`src/bfa_pkg.sv`:
```
// What this block does
// - Host holds chip and output enable low, write high, and line nine at high voltage except for sector address requests.
// - Protect verify places the sector address on the top address lines.
// - Temporary unprotect request drives the reset pin at high voltage, one clock later.
package bfa_pkg;
  localparam int       NUM_SECTORS   = 35;
  localparam int       ADDR_W        = 20;
  localparam int       SECT_W        = 6;
  // Cycles of the setup phase count; the strobe phase count is two more
  localparam int       STROBE_NS     = 100;
  localparam int       CLK_NS        = 50;
  localparam int       STROBE_CYC    = (STROBE_NS + CLK_NS - 1) / CLK_NS;
  // Autoselect selection on lines six, one, zero
  localparam logic [2:0] SEL_MAKER   = 3'h0;
  localparam logic [2:0] SEL_DEVICE  = 3'h1;
  localparam logic [2:0] SEL_PROTECT = 3'h2;
  localparam logic [2:0] SEL_LOCKIND = 3'h3;
  localparam logic [7:0] PROT_YES    = 8'h01;
  localparam logic [7:0] PROT_NO     = 8'h00;
  localparam logic [7:0] LOCK_YES    = 8'h83;
  localparam logic [7:0] LOCK_NO     = 8'h03;
  localparam int       LOCK_BIT      = 7;
  // Bit positions of the selection lines, line nine and the sector field inside the address
  localparam int       LINE_ZERO     = 0;
  localparam int       LINE_ONE      = 1;
  localparam int       LINE_SIX      = 6;
  localparam int       LINE_NINE     = 9;
  localparam int       SECT_LSB      = 12;
  typedef enum logic [1:0] {OP_READ_ID, OP_PROTECT_VERIFY, OP_LOCK_READ, OP_SECTOR_ADDR} bfa_op_t;
endpackage

```
`src/bfa_host.sv`:
```
module bfa_host (
  input  wire logic                         clock,
  input  wire logic                         rst_n,
  input  wire logic                         reqValid,
  input  wire bfa_pkg::bfa_op_t             reqOp,
  input  wire logic [2:0]                   reqSel,
  input  wire logic [bfa_pkg::SECT_W-1:0]   reqSector,
  input  wire logic                         byteMode,
  input  wire logic                         tempUnprotect,
  input  wire logic [7:0]                   lowByteDataLines,
  output logic                              reqReady,
  output logic                              respValid,
  output logic [7:0]                        respData,
  output logic                              respProtected,
  output logic                              respLocked,
  output logic [bfa_pkg::ADDR_W-1:0]        flashAddr,
  output logic                              addrLineNineHv,
  output logic                              resetHv,
  output logic                              chipSel_n,
  output logic                              outEn_n,
  output logic                              writeEn_n,
  output logic                              wordSel_n
);
  typedef enum logic [1:0] {IDLE, SETUP, STROBE, DONE} bfa_state_t;

  bfa_state_t                        state_r, state_nxt;
  logic [7:0]                        cnt_r, cnt_nxt;
  logic [bfa_pkg::ADDR_W-1:0]        addr_r, addr_nxt;
  logic                              hv_r, hv_nxt, oe_r, oe_nxt, ce_r, ce_nxt;
  logic                              rv_r, rv_nxt, rdy_r, rdy_nxt, rp_r, rp_nxt, lk_r, lk_nxt;
  logic [7:0]                        rd_r, rd_nxt;
  bfa_pkg::bfa_op_t                  op_r, op_nxt;
  logic [7:0]                        sync1_r, sync2_r;
  logic                              tu_r;
  logic                              weN_r, wordSel_r;
  logic [bfa_pkg::ADDR_W-1:0]        baseAddr;

  // Bottom-boot sector base in word units, lines 19..12 style
  function automatic logic [bfa_pkg::ADDR_W-1:0] sectBase(input logic [bfa_pkg::SECT_W-1:0] s);
    logic [bfa_pkg::ADDR_W-1:0] b;
    b = '0;
    if (s == 6'h00) b = 20'h00000;
    else if (s == 6'h01) b = 20'h02000;
    else if (s == 6'h02) b = 20'h03000;
    else if (s == 6'h03) b = 20'h04000;
    else b = {s[4:0] - 5'h03, 15'h0000};
    return b;
  endfunction

  // Pin data synchroniser
  always_ff @(posedge clock)
  begin
    sync1_r <= lowByteDataLines;
    sync2_r <= sync1_r;
    tu_r    <= rst_n ? tempUnprotect : 1'b0;
  end

  // Fixed strobes leave flops too, so no pin glitches through logic
  always_ff @(posedge clock)
  begin
    weN_r     <= 1'b1;   // No write cycles issued
    wordSel_r <= 1'b1;   // Word-wide bus
  end

  assign baseAddr = sectBase(reqSector);

  // Sequencer next values
  always_comb
  begin
    state_nxt = state_r;
    cnt_nxt   = cnt_r;
    addr_nxt  = addr_r;
    hv_nxt    = hv_r;
    oe_nxt    = oe_r;
    ce_nxt    = ce_r;
    rv_nxt    = 1'b0;
    rdy_nxt   = rdy_r;
    rd_nxt    = rd_r;
    rp_nxt    = rp_r;
    lk_nxt    = lk_r;
    op_nxt    = op_r;
    case (state_r)
      IDLE:
      begin
        if (reqValid && rdy_r)
        begin
          op_nxt   = reqOp;
          rdy_nxt  = 1'b0;
          addr_nxt = '0;
          addr_nxt[bfa_pkg::LINE_SIX]  = reqSel[2];
          addr_nxt[bfa_pkg::LINE_ONE]  = reqSel[1];
          addr_nxt[bfa_pkg::LINE_ZERO] = reqSel[0];
          if (reqOp == bfa_pkg::OP_PROTECT_VERIFY)
          begin
            addr_nxt[bfa_pkg::ADDR_W-1:bfa_pkg::SECT_LSB] = baseAddr[bfa_pkg::ADDR_W-1:bfa_pkg::SECT_LSB];
            addr_nxt[bfa_pkg::LINE_ONE]  = 1'b1;
            addr_nxt[bfa_pkg::LINE_ZERO] = 1'b0;
          end
          else if (reqOp == bfa_pkg::OP_LOCK_READ)
          begin
            addr_nxt[bfa_pkg::LINE_ONE]  = 1'b1;
            addr_nxt[bfa_pkg::LINE_ZERO] = 1'b1;
          end
          else if (reqOp == bfa_pkg::OP_SECTOR_ADDR)
            addr_nxt = baseAddr;
          hv_nxt    = (reqOp != bfa_pkg::OP_SECTOR_ADDR);
          ce_nxt    = 1'b0;
          cnt_nxt   = 8'(bfa_pkg::STROBE_CYC);
          state_nxt = SETUP;
        end
      end
      SETUP:
      begin
        if (cnt_r == 8'h00)
        begin
          oe_nxt    = 1'b0;
          cnt_nxt   = 8'(bfa_pkg::STROBE_CYC + 2);
          state_nxt = STROBE;
        end
        else
          cnt_nxt = cnt_r - 8'h01;
      end
      STROBE:
      begin
        if (cnt_r == 8'h00)
        begin
          rd_nxt    = sync2_r;
          rp_nxt    = (sync2_r == bfa_pkg::PROT_YES);
          lk_nxt    = sync2_r[bfa_pkg::LOCK_BIT];
          oe_nxt    = 1'b1;
          ce_nxt    = 1'b1;
          hv_nxt    = 1'b0;
          rv_nxt    = 1'b1;
          state_nxt = DONE;
        end
        else
          cnt_nxt = cnt_r - 8'h01;
      end
      DONE:
      begin
        rdy_nxt   = 1'b1;
        state_nxt = IDLE;
      end
      default: state_nxt = IDLE;
    endcase
  end

  // Sequencer registers
  always_ff @(posedge clock)
  begin
    if (!rst_n)
    begin
      state_r <= IDLE;
      cnt_r   <= 8'h00;
      addr_r  <= '0;
      hv_r    <= 1'b0;
      oe_r    <= 1'b1;
      ce_r    <= 1'b1;
      rv_r    <= 1'b0;
      rdy_r   <= 1'b1;
      rd_r    <= 8'h00;
      rp_r    <= 1'b0;
      lk_r    <= 1'b0;
      op_r    <= bfa_pkg::OP_READ_ID;
    end
    else
    begin
      state_r <= state_nxt;
      cnt_r   <= cnt_nxt;
      addr_r  <= addr_nxt;
      hv_r    <= hv_nxt;
      oe_r    <= oe_nxt;
      ce_r    <= ce_nxt;
      rv_r    <= rv_nxt;
      rdy_r   <= rdy_nxt;
      rd_r    <= rd_nxt;
      rp_r    <= rp_nxt;
      lk_r    <= lk_nxt;
      op_r    <= op_nxt;
    end
  end

  assign reqReady       = rdy_r;
  assign respValid      = rv_r;
  assign respData       = rd_r;
  assign respProtected  = rp_r;
  assign respLocked     = lk_r;
  assign flashAddr      = addr_r;
  assign addrLineNineHv = hv_r;
  assign resetHv        = tu_r;
  assign chipSel_n      = ce_r;
  assign outEn_n        = oe_r;
  assign writeEn_n      = weN_r;
  assign wordSel_n      = wordSel_r;

  // Read strobes other than sector address ones only while high voltage is on line nine
  hv_during_read_a: assert property (@(posedge clock) disable iff (!rst_n)
    (state_r == STROBE && op_r != bfa_pkg::OP_SECTOR_ADDR) |-> (hv_r && !ce_r && !oe_r))
    else $error("autoselect read without high voltage");
  verify_sector_addr_a: assert property (@(posedge clock) disable iff (!rst_n)
    (state_r == STROBE && op_r == bfa_pkg::OP_PROTECT_VERIFY) |-> (addr_r[1:0] == 2'h2))
    else $error("protect verify pattern wrong");
  resp_follows_strobe_a: assert property (@(posedge clock) disable iff (!rst_n)
    respValid |-> $past(state_r) == STROBE)
    else $error("response without strobe");
  prot_flag_match_a: assert property (@(posedge clock) disable iff (!rst_n)
    respValid |-> (respProtected == (respData == bfa_pkg::PROT_YES)))
    else $error("protect flag mismatch");
  lock_flag_match_a: assert property (@(posedge clock) disable iff (!rst_n)
    respValid |-> (respLocked == respData[7]))
    else $error("lock flag mismatch");
  ready_return_a: assert property (@(posedge clock) disable iff (!rst_n)
    respValid |=> reqReady)
    else $error("ready not restored");
  hv_drop_a: assert property (@(posedge clock) disable iff (!rst_n)
    respValid |-> !addrLineNineHv)
    else $error("high voltage left on");
  temp_unprot_a: assert property (@(posedge clock) disable iff (!rst_n)
    tempUnprotect |=> resetHv)
    else $error("temporary unprotect not driven");
  idle_pins_quiet_a: assert property (@(posedge clock) disable iff (!rst_n)
    (state_r == IDLE) |-> (chipSel_n && outEn_n && !addrLineNineHv))
    else $error("strobes active while idle");
endmodule

```
`config.mk`:
```
export PLATFORM = sky130hd
export DESIGN_NAME = bfa_host
export DESIGN_NICKNAME = d
export VERILOG_FILES = /design/src/bfa_pkg.sv /design/src/bfa_host.sv
export SDC_FILE = /design/constraint.sdc
export NUM_CORES = 1
export LEC_CHECK = 0
export BUFFER_PORTS_ARGS = -buffer_cell sky130_fd_sc_hd__buf_2
export CAP_MARGIN = 10
export CORE_MARGIN = 2
export CORE_UTILIZATION = 51
export DETAILED_ROUTE_END_ITERATION = 10
export GPL_ROUTABILITY_DRIVEN = 0
export PLACE_DENSITY = 0.86
export SYNTH_ARGS = -nofsm -noshare
export SYNTH_HDL_FRONTEND = slang
export SYNTH_SLANG_ARGS = --single-unit
```
`constraint.sdc`:
```
create_clock -name clock -period 2.75 [get_ports clock]
set_clock_uncertainty 0.1 [all_clocks]
set_input_delay 0.1375 -clock clock [delete_from_list [all_inputs] [get_ports clock]]
set_output_delay 0.1375 -clock clock [all_outputs]
set_load 0.01 [all_outputs]
```
==> results.rst <==
.. list-table::
   :header-rows: 1

   * - Metric
     - Value
   * - Clock transition at the registers of the reported paths
     - 0.10 ns
   * - Crit Reg-Reg Endpoint
     - cnt_r[7]$_SDFFE_PN0P_
   * - Critical path class
     - reg2reg
   * - Netlist area before placement
     - approximately 2100 µm²
   * - Worst path required time
     - 2.89 ns
   * - Initial antenna violation count
     - 0
   * - Sequential share of the synthesized area
     - between 40% and 50%
   * - Final critical-path share of the clock period
     - around 84%
   * - Number of instances in the synthesized netlist
     - 230
   * - Number of vias in the routed layout
     - about 1700
   * - Max Cap Viol
     - 0
   * - Placed wire-length estimate after detailed placement
     - ~2900 µm
   * - Maximum buffer depth of the clock tree
     - 2
   * - Highest clock frequency the design can meet
     - 435 MHz
   * - Number of nets in the finished design
     - about 320
   * - Global Route Usage Sum
     - 18.3%
   * - IR drop worst, VDD
     - about 470 µV
   * - Worst slew margin
     - ~45%
   * - Number of core rows
     - 23
   * - H-Tree Level Count
     - 2
   * - Largest fanout of any net on the critical path
     - 8
   * - Layout overhead on the synthesized area
     - 21.0%
   * - Unique cell type count in the Yosys netlist
     - 39
   * - Main combinational cell family by area after synthesis
     - simple AND/OR/NAND/NOR gates
   * - Die width
     - 68.8 µm
   * - Clk_lat worst skew
     - roughly 0.31 ns
   * - Class of the tightest hold or removal check
     - in2reg
   * - Proportion of netlist area held by the largest area contributor
     - between 40% and 50%
   * - Clock sink count
     - 52
   * - Number of hold violations in the final report
     - 0
   * - Starting Density
     - about 53%
   * - Post-detailed-route via-to-cell ratio
     - a little over 5
   * - Clock tree from TritonCTS
     - yes
   * - Detailed Route Iter0 Violations
     - 88
   * - Ranking of synthesized cells by instance count
     - dfxtp_1 (52), nor2_1 (25), nand2_1 (21)
   * - Area share of and/or/nand/nor cells after synthesis
     - between 20 and 25%
   * - First-pass DRT Iterations
     - 4
   * - Top layer in use
     - met4
   * - EDFF count, synth
     - 0
   * - Critical path endpoint category
     - register
   * - Standby leakage power
     - roughly 1.1 nW
   * - Via count of the first global-routing pass
     - about 1600
   * - Synth Area in Compound Gates
     - 13.5%
   * - Worst setup path endpoint
     - cnt_r[7]$_SDFFE_PN0P_
   * - Synthesized flop and latch total
     - 52
   * - Count of cells along the worst register-to-register path
     - 7
   * - Outcome
     - complete, no violations
   * - Worst reg-to-reg setup slack
     - 0.45 ns
   * - Cell types with the largest area share after synthesis
     - dfxtp_1 (49%), ha_1 (5.3%), nor2_1 (4.4%)
   * - Launch point of the worst reg-to-reg path
     - state_r[0]$_SDFFE_PN0P_
   * - IO Port Bufs
     - 49
   * - Wire length of the first global-routing pass
     - ~6400 µm
   * - Diodes inserted
     - 0
   * - Adder-cell share of the synthesized area
     - 5.26%
   * - XOR/XNOR Fraction of Synth Area
     - 2.86%
   * - Unrepaired setup endpoints after global routing
     - false
   * - Power per unit of standard cell area
     - around 850 nW/µm²
   * - Count of unresolved DRC violations after routing
     - 0
   * - Maximum number of pins on one net before global-route repair
     - 26
   * - Postcts setup bufs
     - 0
   * - Share of flip-flops with an asynchronous set or reset after synthesis
     - 0%
   * - Overall die area
     - between 4000 and 5000 µm²
   * - Total routed wirelength
     - about 4000 µm
   * - Origin of the worst setup path
     - state_r[0]$_SDFFE_PN0P_
   * - Aggregate negative setup slack
     - 0 ns
   * - Final critical path time including I/O delays and setup
     - between 2 and 2.5 ns
   * - Synth warn
     - 0
   * - Post-detailed-route wirelength per cell
     - roughly 12 µm
   * - Detailed-route wire length on metal 1
     - 1770 µm
   * - Final max-slew violation count
     - 0
   * - Largest area contributor in the synthesized netlist
     - dfxtp_1
   * - Cell at the root of the clock tree
     - clkbuf_8
   * - Die Y-Extent
     - 68.8 µm
   * - Total clock buffers created by CTS
     - 5
   * - Startpoint class of the critical path
     - register
   * - Setup violators final
     - 0
   * - Mean Syn Cell Area
     - 9.31 µm²
   * - Mux share of post-synthesis cell area
     - 0.994%
   * - Leftover overflow at the end of global routing
     - 0
   * - Pin slew with the least headroom to its limit
     - between 0.8 and 0.9 ns
   * - Floorplan core area
     - 4030 µm²
   * - Boundary pin count
     - between 60 and 70
   * - Most used flip-flop cell after synthesis
     - dfxtp_1
   * - Top-count cell post-synth
     - dfxtp_1
   * - Final core utilization
     - between 60% and 70%
   * - Proportion of layout cells with a drive suffix above 1
     - approximately a quarter
   * - Arrival @ worst endpoint
     - ~2.4 ns
   * - Met2 wire length
     - 1970 µm
   * - Detail Route met3 WL
     - ~190 µm
   * - Number of nets still failing antenna checks after routing
     - 0
what timing repair did:
action,in CTS,in global routing
hold buffers,10,0
resized for setup,0,0
hold endpoints to repair,12,0
sequential cells by signal (all words and copies together) (netlist names), 2 cells and up:
| register | count |
|---|---|
| sync1_r | 8 |
| sync2_r | 8 |
| cnt_r | 8 |
| flashAddr | 11 |
| state_r | 2 |
| respData | 7 |
kinds of logic (layout without fill, tap and decap cells):
logic type	after synthesis	count (layout)
AO/OA/AOI/OAI	41	41
XOR/XNOR	7	7
adder cells (fa/ha/maj)	9	9
buffers and inverters	26	79
flip-flops	52	52
multiplexers	2	2
other	2	11
AND/OR/NAND/NOR	91	91
worst min path at each step:
stage	start	end	slack, ns	cells after the start
floorplan	lowByteDataLines[0]	sync1_r[0]$_DFF_P_	0.07	0
detailed placement	lowByteDataLines[3]	sync1_r[3]$_DFF_P_	0.14	1
finish	reqValid	reqReady$_SDFFE_PN1P_	0.06	4
global placement	lowByteDataLines[5]	sync1_r[5]$_DFF_P_	0.14	1
global route	reqValid	reqReady$_SDFFE_PN1P_	0.07	4
CTS	reqValid	reqReady$_SDFFE_PN1P_	0.05	4
metrics by stage:
step           instances  worst slack (ns)  power [W]  cell area (µm²)  hold WS (ns)
3_3_place_gp         324             0.499    0.00172             2390         0.140
6_report             342             0.449    0.00220             2590        0.0628
2_1_floorplan        239             0.683    0.00156             2170        0.0652
3_5_place_dp         324             0.476    0.00175             2390         0.141
5_1_grt              342             0.263    0.00236             2590        0.0742
4_1_cts              342             0.452    0.00222             2590        0.0513
layout by cell type, fill, tap and decap left out, types with 2 or more instances in the layout:
cell type,netlist,final
a21oi_1,17,17
a21oi_2,3,3
a22oi_1,5,5
a32oi_1,2,2
buf_2,0,49
buf_4,12,2
clkbuf_8,0,5
conb_1,2,11
dfxtp_1,52,52
dlygate4sd3_1,0,10
ha_1,9,9
inv_1,10,10
inv_6,0,2
nand2_1,21,21
nand3_1,18,18
nand4_1,4,4
nor2_1,25,25
nor2b_1,2,2
nor3_1,7,7
nor4_1,2,2
o21ai_0,7,7
or2_2,2,2
or3_1,2,2
xor2_1,6,6
metal layers:
metal / global-route usage, % / vias up
li1: - / 894
met1: 21.4 / 791
met2: 31.9 / 49
met3: 4.06 / 10
met4: 8.09 / 0
met5: 0 / -
cell type report:
type	count	area [µm²]
well taps	50	62.6
multi-input cells	161	991
clock buffers	5	68.8
repair buffers	61	360
fillers	341	1440
clock inverters	3	28.8
inverters	10	37.5
flip-flops and latches	52	1040
critical path: stages, from the launching register on:
cell,delay (ns)
dfxtp_1,0.39
inv_1,0.08
ha_1,0.28
a21boi_1,0.24
nor2_1,0.40
nand4_1,0.25
or3_1,0.37
a21oi_2,0.14
power breakdown:
group | switching, W | total [W] | internal [W]
sequential | 0.0000738 | 0.000928 | 0.000855
combinational | 0.000469 | 0.000812 | 0.000342
clock | 0.000270 | 0.000462 | 0.000192
total | 0.000813 | 0.00220 | 0.00139
Power figures use the tool's default switching activity.
